--- src/core/open_load_on_summary_pkg.sv ---
// Package for the open-load-at-on diagnosis sequencer
package open_load_on_summary_pkg;

  // Channel count and selector codes
  localparam int          NUM_CH       = 8;
  localparam logic [3:0]  SEL_LOOP     = 4'hA;
  localparam logic [3:0]  SEL_DEFAULT  = 4'hF;
  localparam logic [3:0]  SEL_CH_LAST  = 4'h7;
  localparam logic [3:0]  SEL_CH_MSB   = 4'h8;

  // Clock rate and delays, nanoseconds per cycle, microsecond figures and a sync delay in cycles
  localparam int CLK_NS           = 5;
  localparam int SETTLE_US        = 40;
  localparam int SWITCH_US        = 20;
  localparam int ON_WAIT_US       = 76;
  localparam int SYNC_CYC_DEF     = 4;

  // Cycle counts round down, with no floor of one cycle
  localparam int SETTLE_CYC_DEF   = (SETTLE_US * 1000) / CLK_NS;
  localparam int SWITCH_CYC_DEF   = (SWITCH_US * 1000) / CLK_NS;
  localparam int ON_WAIT_CYC_DEF  = (ON_WAIT_US * 1000) / CLK_NS;

  // Counter width covers the longest wait
  localparam int CNT_W            = 16;

  // Sequencer states
  typedef enum logic [2:0] {
    OPEN_LOAD_ON_SUMMARY_IDLE,
    OPEN_LOAD_ON_SUMMARY_SINGLE,
    OPEN_LOAD_ON_SUMMARY_DIRECT,
    OPEN_LOAD_ON_SUMMARY_PWM_SETTLE,
    OPEN_LOAD_ON_SUMMARY_PWM_ARM,
    OPEN_LOAD_ON_SUMMARY_PWM_MEASURE
  } open_load_on_summary_state_t;

  // Whole module state
  typedef struct packed {
    open_load_on_summary_state_t       state;
    logic [3:0]        sel;
    logic [2:0]        chan;
    logic [CNT_W-1:0]  cnt;
    logic              pwmPass;
    logic [7:0]        done;
    logic [7:0]        result;
    logic              summary;
    logic [2:0]        cmpSync;
    logic              cmpLevel;
  } open_load_on_summary_regs_t;

endpackage : open_load_on_summary_pkg

--- src/core/open_load_on_summary_sequencer.sv ---
// Open-load-at-on diagnosis sequencer for an eight-channel switch
//
// How it works
// - Code 1010 starts the autonomous loop
// - Sequencer steps the multiplexer without host help
// - Direct channels first, then PWM channels
// - Direct group starts at the lowest direct channel
// - First direct result after settle plus sync
// - Next direct results after switch plus sync
// - Off direct channel gives result zero
// - Generator 0 channels before generator 1
// - First PWM waits settle, edge, on-wait, switch
// - Later same-generator PWM channels done after switch delay while the pulse stays on
// - Off PWM channel waits for next on
// - Short on pulse gives result zero
// - Loop end restores selector to 1111
// - Results hold until a new loop or single-channel code
// - Summary one means open load detected
// - Single mode summary samples selected channel on diag read
// - Loop mode summary is OR of results
// - Default mode summary is OR of the held results
// - Reserved codes force summary to zero
// - Single mode clears unselected results, refreshes on read
// - Reset leaves selector at default, diagnosis off
`timescale 1ns/1ps

module open_load_on_summary_sequencer #(
  parameter int SETTLE_CYC  = open_load_on_summary_pkg::SETTLE_CYC_DEF,
  parameter int SWITCH_CYC  = open_load_on_summary_pkg::SWITCH_CYC_DEF,
  parameter int ON_WAIT_CYC = open_load_on_summary_pkg::ON_WAIT_CYC_DEF,
  parameter int SYNC_CYC    = open_load_on_summary_pkg::SYNC_CYC_DEF
) (
  // Clock and reset
  input  wire logic        core_clk,
  input  wire logic        reset_n,
  // Host selector write
  input  wire logic        selWrite,
  input  wire logic [3:0]  selValue,
  // Read strobes from the host side
  input  wire logic        resultRead,
  input  wire logic        stdDiagRead,
  // Channel state
  input  wire logic [7:0]  channelOn,
  input  wire logic [7:0]  pwmMapped,
  input  wire logic [7:0]  pwmGenSel,
  // Analog comparator, asynchronous
  input  wire logic        openLoadCmp,
  // Multiplexer and results
  output logic [2:0]       muxChannel,
  output logic [3:0]       open_load_on_select,
  output logic [7:0]       open_load_on_result_reg,
  output logic             open_load_on_summary,
  output logic             loopBusy
);

  ////////////////////////////////////////////////////////////////////////////
  localparam logic [open_load_on_summary_pkg::CNT_W-1:0] SETTLE_N =
    open_load_on_summary_pkg::CNT_W'(SETTLE_CYC + SYNC_CYC);
  localparam logic [open_load_on_summary_pkg::CNT_W-1:0] SWSYNC_N =
    open_load_on_summary_pkg::CNT_W'(SWITCH_CYC + SYNC_CYC);
  localparam logic [open_load_on_summary_pkg::CNT_W-1:0] SETTLEONLY_N =
    open_load_on_summary_pkg::CNT_W'(SETTLE_CYC);
  localparam logic [open_load_on_summary_pkg::CNT_W-1:0] SW_N =
    open_load_on_summary_pkg::CNT_W'(SWITCH_CYC);
  localparam logic [open_load_on_summary_pkg::CNT_W-1:0] ONSW_N =
    open_load_on_summary_pkg::CNT_W'(ON_WAIT_CYC + SWITCH_CYC);

  open_load_on_summary_pkg::open_load_on_summary_regs_t r_q;
  open_load_on_summary_pkg::open_load_on_summary_regs_t r_d;

  // Channel class lookups
  logic [7:0] directSet;
  logic [7:0] pwm0Set;
  logic [7:0] pwm1Set;
  assign directSet = ~pwmMapped;
  assign pwm0Set   = pwmMapped & ~pwmGenSel;
  assign pwm1Set   = pwmMapped & pwmGenSel;

  // Lowest pending channel of a set, as a function; 8 when none
  function automatic logic [3:0] nextIn(input logic [7:0] set,
                                        input logic [7:0] doneMask);
    logic [3:0] found;
    found = 4'h8;
    for (int i = 7; i >= 0; i--) begin
      if (set[i] && !doneMask[i]) begin
        found = 4'(i);
      end
    end
    return found;
  endfunction : nextIn

  // Next PWM channel once the direct group is done: generator 0 first
  logic [3:0] nextPwm;
  assign nextPwm    = (nextIn(pwm0Set, r_q.done) != 4'h8) ?
                      nextIn(pwm0Set, r_q.done) :
                      nextIn(pwm1Set, r_q.done);

  logic chanOn;
  logic cntZero;
  assign chanOn  = channelOn[r_q.chan];
  assign cntZero = (r_q.cnt == '0);

  ////////////////////////////////////////////////////////////////////////////
  // Next-state logic
  always_comb begin
    // Scratch for channel searches
    logic [3:0] pick;
    pick = 4'h8;
    r_d = r_q;
    // Three-stage sync; second and third must agree before level moves
    r_d.cmpSync = {r_q.cmpSync[1:0], openLoadCmp};
    if (r_q.cmpSync[2] == r_q.cmpSync[1]) begin
      r_d.cmpLevel = r_q.cmpSync[2];
    end
    if (!cntZero) begin
      r_d.cnt = r_q.cnt - 1'b1;
    end

    // Host write of the selector
    if (selWrite) begin
      r_d.sel = selValue;
      if (selValue == open_load_on_summary_pkg::SEL_LOOP) begin
        r_d.state  = open_load_on_summary_pkg::OPEN_LOAD_ON_SUMMARY_DIRECT;
        r_d.done   = '0;
        r_d.result = '0;
        r_d.cnt    = SETTLE_N;
        r_d.pwmPass = 1'b0;
        // Search from scratch; last loop's done bits must not leak in
        pick       = nextIn(directSet, 8'h00);
        r_d.chan   = pick[2:0];
        if (pick == 4'h8) begin
          // No direct channel: go straight to the PWM group
          pick = nextIn(pwm0Set, 8'h00);
          if (pick == 4'h8) begin
            pick = nextIn(pwm1Set, 8'h00);
          end
          r_d.state = open_load_on_summary_pkg::OPEN_LOAD_ON_SUMMARY_PWM_SETTLE;
          r_d.chan  = pick[2:0];
          r_d.cnt   = SETTLEONLY_N;
        end
      end else if (selValue <= open_load_on_summary_pkg::SEL_CH_LAST) begin
        r_d.state  = open_load_on_summary_pkg::OPEN_LOAD_ON_SUMMARY_SINGLE;
        r_d.chan   = selValue[2:0];
        r_d.cnt    = SETTLE_N;
        r_d.result = '0;
      end else begin
        r_d.state = open_load_on_summary_pkg::OPEN_LOAD_ON_SUMMARY_IDLE;
      end
    end else begin
      case (r_q.state)
        open_load_on_summary_pkg::OPEN_LOAD_ON_SUMMARY_IDLE: begin
        end
        open_load_on_summary_pkg::OPEN_LOAD_ON_SUMMARY_SINGLE: begin
          // Result refreshed on each register read after settling
          if (cntZero && resultRead) begin
            r_d.result = '0;
            r_d.result[r_q.chan] = chanOn & r_q.cmpLevel;
          end
        end
        open_load_on_summary_pkg::OPEN_LOAD_ON_SUMMARY_DIRECT: begin
          if (cntZero) begin
            r_d.result[r_q.chan] = chanOn & r_q.cmpLevel;
            r_d.done[r_q.chan]   = 1'b1;
            r_d.cnt              = SWSYNC_N;
            pick = nextIn(directSet, r_d.done);
            if (pick != 4'h8) begin
              r_d.chan = pick[2:0];
            end else if (pwmMapped != 8'h00) begin
              r_d.state = open_load_on_summary_pkg::OPEN_LOAD_ON_SUMMARY_PWM_SETTLE;
              r_d.chan  = nextPwm[2:0];
              r_d.cnt   = SETTLEONLY_N;
            end else begin
              r_d.state = open_load_on_summary_pkg::OPEN_LOAD_ON_SUMMARY_IDLE;
              r_d.sel   = open_load_on_summary_pkg::SEL_DEFAULT;
            end
          end
        end
        open_load_on_summary_pkg::OPEN_LOAD_ON_SUMMARY_PWM_SETTLE: begin
          // Wait for a fresh switch-on edge once settled
          if (cntZero && !chanOn) begin
            r_d.state = open_load_on_summary_pkg::OPEN_LOAD_ON_SUMMARY_PWM_ARM;
          end
        end
        open_load_on_summary_pkg::OPEN_LOAD_ON_SUMMARY_PWM_ARM: begin
          if (chanOn) begin
            r_d.state = open_load_on_summary_pkg::OPEN_LOAD_ON_SUMMARY_PWM_MEASURE;
            r_d.cnt   = r_q.pwmPass ? SW_N : ONSW_N;
          end
        end
        open_load_on_summary_pkg::OPEN_LOAD_ON_SUMMARY_PWM_MEASURE: begin
          if (!chanOn || cntZero) begin
            // Dropping early means a short pulse: write zero
            r_d.result[r_q.chan] = chanOn & r_q.cmpLevel;
            r_d.done[r_q.chan]   = 1'b1;
            r_d.pwmPass          = chanOn;
            pick = nextIn(pwm0Set, r_d.done);
            if (pick == 4'h8) begin
              pick = nextIn(pwm1Set, r_d.done);
            end
            if (pick == 4'h8) begin
              r_d.state = open_load_on_summary_pkg::OPEN_LOAD_ON_SUMMARY_IDLE;
              r_d.sel   = open_load_on_summary_pkg::SEL_DEFAULT;
            end else begin
              r_d.chan = pick[2:0];
              if (pwmGenSel[pick[2:0]] != pwmGenSel[r_q.chan]) begin
                // Other generator runs its own period: new on edge
                r_d.state   = open_load_on_summary_pkg::OPEN_LOAD_ON_SUMMARY_PWM_SETTLE;
                r_d.cnt     = '0;
                r_d.pwmPass = 1'b0;
              end else if (chanOn && channelOn[pick[2:0]]) begin
                // Same pulse still on, so the switch delay suffices
                r_d.state = open_load_on_summary_pkg::OPEN_LOAD_ON_SUMMARY_PWM_MEASURE;
                r_d.cnt   = SW_N;
              end else begin
                r_d.state   = open_load_on_summary_pkg::OPEN_LOAD_ON_SUMMARY_PWM_ARM;
                r_d.pwmPass = 1'b0;
              end
            end
          end
        end
        default: r_d.state = open_load_on_summary_pkg::OPEN_LOAD_ON_SUMMARY_IDLE;
      endcase
    end

    // Summary bit per selector code
    if (r_d.sel <= open_load_on_summary_pkg::SEL_CH_LAST) begin
      if (stdDiagRead) begin
        r_d.summary = r_d.result[r_d.sel[2:0]];
      end
    end else if (r_d.sel == open_load_on_summary_pkg::SEL_LOOP) begin
      r_d.summary = |r_d.result;
    end else if (r_d.sel == open_load_on_summary_pkg::SEL_DEFAULT) begin
      r_d.summary = |r_d.result;
    end else begin
      r_d.summary = 1'b0;
    end
  end

  ////////////////////////////////////////////////////////////////////////////
  // State register; reset leaves diagnosis idle at default code
  always_ff @(posedge core_clk or negedge reset_n) begin
    if (!reset_n) begin
      r_q <= '{state: open_load_on_summary_pkg::OPEN_LOAD_ON_SUMMARY_IDLE, sel: open_load_on_summary_pkg::SEL_DEFAULT,
               default: '0};
    end else begin
      r_q <= r_d;
    end
  end

  // Outputs straight from flip-flops; loopBusy decoded from the selector
  assign muxChannel              = r_q.chan;
  assign open_load_on_select     = r_q.sel;
  assign open_load_on_result_reg = r_q.result;
  assign open_load_on_summary    = r_q.summary;
  assign loopBusy                = (r_q.sel == open_load_on_summary_pkg::SEL_LOOP);
endmodule : open_load_on_summary_sequencer

--- config.mk ---
export PLATFORM = sky130hd
export DESIGN_NAME = open_load_on_summary_sequencer
export DESIGN_NICKNAME = d
export VERILOG_FILES = /design/src/core/open_load_on_summary_pkg.sv /design/src/core/open_load_on_summary_sequencer.sv
export SDC_FILE = /design/constraint.sdc
export NUM_CORES = 1
export LEC_CHECK = 0
export ABC_AREA = 1
export BUFFER_PORTS_ARGS = -buffer_cell sky130_fd_sc_hd__buf_4
export CAP_MARGIN = 20
export CORE_MARGIN = 2
export CORE_UTILIZATION = 55
export DETAILED_ROUTE_END_ITERATION = 7
export PLACE_DENSITY = 0.85
export SKIP_LAST_GASP = 1
export SLEW_MARGIN = 20
export SYNTH_ARGS = -nofsm -noshare
export SYNTH_HDL_FRONTEND = slang
export SYNTH_SLANG_ARGS = --single-unit
--- constraint.sdc ---
create_clock -name core_clk -period 3 [get_ports core_clk]
set_clock_uncertainty 0.2 [all_clocks]
set_input_delay 0.6 -clock core_clk [delete_from_list [all_inputs] [get_ports core_clk]]
set_output_delay 0.6 -clock core_clk [all_outputs]
set_load 0.005 [all_outputs]
==> metrics.md <==
| Metric | Value |
|---|---|
| Share of cells above drive strength 1 | `about a fifth` |
| Initial DRC count | `614` |
| Final period util | `between 90% and 100%` |
| Layout fillers | `between 800 and 900` |
| I/O Pins | `51` |
| Final TNS setup | `0 ns` |
| Seq/Total Area, Yosys | `between 20% and 30%` |
| Gpl congestion | `between 1 and 1.5` |
| Peak VDD IR | `about 0.24 mV` |
| Area grow syn2layout | `18.93%` |
| N_diodes | `0` |
| Crit Path Category | `reg -> reg` |
| Synth cell types | `55` |
| Top cells by count, synth | `nand2_1 (250), inv_1 (104), nor2_1 (94)` |
| Largest register FFs | `30` |
| Status | `finished clean` |
| Post-synth net total | `approximately 860` |
| Min Tclk post-route | `a little under 3 ns` |
| Cell accounting for the most synthesized area | `dfrtp_1` |
| Synth Register Bits | `between 40 and 50` |
| Cell with the most instances after synthesis | `nand2_1` |
| CP Capture Type | `flop` |
| Worst-Margin Slew | `roughly 0.60 ns` |
| Via-to-Cell Ratio | `about 5.9` |
| Final setup fails | `0` |
| Max clock buf depth | `2` |
| Crit Path Max Fanout | `7` |
| WL/cell | `around 16 um` |
| # rows | `34` |
| Clock Latency Late Sink | `between 0.3 and 0.4 ns` |
| Design Area, Final | `5943 sq um` |
| Post-synth EDFFs | `0` |
| Worst Hold Class | `in -> async` |
| Post-Syn Area | `around 5000 sq um` |
| Die area | `9864 sq um` |
| Main area contributors after synthesis | `dfrtp_1 (22%), nand2_1 (19%), inv_1 (7.8%)` |
| Worst Path Required | `between 3 and 4 ns` |
| Avg Cell Area, Syn | `6.087 sq um` |
| Tot GR Track Use | `31.79%` |
| Initial antenna violation count | `0` |
| DIE HEIGHT | `around 99 um` |
| Nets@finish | `941` |
| Final HPWL from detailed placement | `about 13 mm` |
| Async S/R FF share, synth | `100.0%` |
| Pin count of the biggest net entering global routing | `approximately 50` |
| Hold_ws | `0.07675 ns` |
| Number of iterations in the first detailed-routing pass | `6` |
| Clock transition at path regs | `approximately 0.10 ns` |
| Number of global-route vias before repair | `5324` |
| Global-route wire length before repair | `approximately 25 mm` |
| Post-synth top flop | `dfrtp_1` |
| Final Hold Vio Count | `0` |
| Die W | `99.32 um` |
| Max_slew headroom | `60.19%` |
| CTS H-Tree Depth | `2` |
| Num Clock Sinks | `48` |
| Drt total wl | `~16 mm` |
| Pwr Density | `~380 nW/um^2` |
| Critical path arrival | `2.96 ns` |
| Placed cell area | `roughly 5700 sq um` |
| Unrepaired setup endpoints after global routing | `yes` |
| Antenna viol nets, final | `0` |
| Hold-fix buffers, CTS | `0` |
| Total CTS buffers | `5` |
| Worst R2R Start | `muxChannel[0]` |
| Routed vias | `between 5000 and 6000` |
| DRC | `0` |
| CTS tree | `built` |
| Leakage Power | `~3.1 nW` |
| Clock Root Buffer | `clkbuf_8` |
| Core Util, Final | `between 60% and 70%` |
| Total core area | `8763 sq um` |
| F_max | `approximately 340 MHz` |
| Grt ovf | `0` |
| Synth top area share | `between 20% and 30%` |
| Max Cap Viol | `0` |
| Ys Warns | `0` |
| Initial Utilization | `~57%` |
| Slew Limit Fails | `0` |
| Critical path origin | `muxChannel[0]` |
| Syn Inst Count | `~820` |
| Port bufs | `50` |
| CP Launch Type | `flop` |
cells in the final DEF (no fill, tap or decap), types with 8 or more instances in the layout:
master and n:
a21oi_1 33, a31oi_1 8, buf_4 100, dfrtp_1 41, inv_1 103, nand2_1 246
nand2_2 11, nand3_1 71, nand3_2 11, nor2_1 86, nor2_2 12, nor3_1 12
o21ai_0 32, o21ai_1 11, o22ai_1 9
layer usage:
metal	vias up	track usage, %	part of all wire (%)
li1	2846	-	-
met1	2646	44.92	41
met2	372	50.21	44
met3	62	4.638	11
met4	0	10.64	3.2
met5	-	0	0
cell families (layout without fill, tap and decap cells):
kind of cell | count (synthesis) | after routing | share of synthesized area (%)
AO/OA/AOI/OAI | 125 | 125 | 15.15
XOR/XNOR | 7 | 7 | 1.227
adder cells (fa/ha/maj) | 5 | 5 | 1.202
buffers and inverters | 140 | 222 | 12.74
flip-flops | 48 | 48 | 24.14
AND/OR/NAND/NOR | 496 | 497 | 45.54
power breakdown:
part / internal (mW) / switching [mW]
clock network: 0.187 / 0.237
logic: 0.386 / 0.673
registers: 0.720 / 0.0785
metrics by stage:
stage          power, mW  setup WS [ns]  std cells
3_3_place_gp       1.747        0.01436       1000
3_5_place_dp       1.766       -0.04015       1000
5_1_grt            2.427       -0.06462       1012
2_1_floorplan      1.460         0.3239        821
4_1_cts            2.190       0.005939       1008
6_report           2.281        0.07146       1012
worst max-delay path, cell delays in order, from the launching register on:
cell	delay (ns)
dfrtp_2	0.50
buf_4	0.18
nand3_4	0.15
o22ai_1	0.12
nor2_2	0.16
nand2_4	0.13
nor2_1	0.23
nand2_1	0.17
a21oi_1	0.46
nor3_1	0.12
o31ai_1	0.11
buf_4	0.18
nand2_1	0.06
o2111ai_1	0.07
cell type report:
cell class | count | area, sq um | share of cell area [%]
Tap cell | 108 | 135.1 | 2.274
Clock buffer | 6 | 82.58 | 1.389
Multi-Input combinational cell | 634 | 3297 | 55.47
Sequential cell | 48 | 1210 | 20.36
Clock inverter | 2 | 15.01 | 0.2526
Inverter | 113 | 441.7 | 7.432
Timing Repair Buffer | 101 | 762.0 | 12.82
path summary, 6_finish.rpt:
path,end,depth (start not counted),slack [ns]
hold reg to reg,r_d[3],0,0.16
hold / removal,r_q[18],1,0.08
min in group core_clk,r_d[3],0,0.16
setup reg to reg,muxChannel[2],13,0.07
setup / recovery,muxChannel[2],13,0.07
max in group asynchronous,muxChannel[2],1,2.07
repair_timing:
item | 4_1_cts | 5_1_grt
buffers inserted | 0 | 3
gates resized for setup | 0 | 40
endpoints found under the setup margin | 0 | 30
Note: power is estimated with default switching activity, not from simulation.
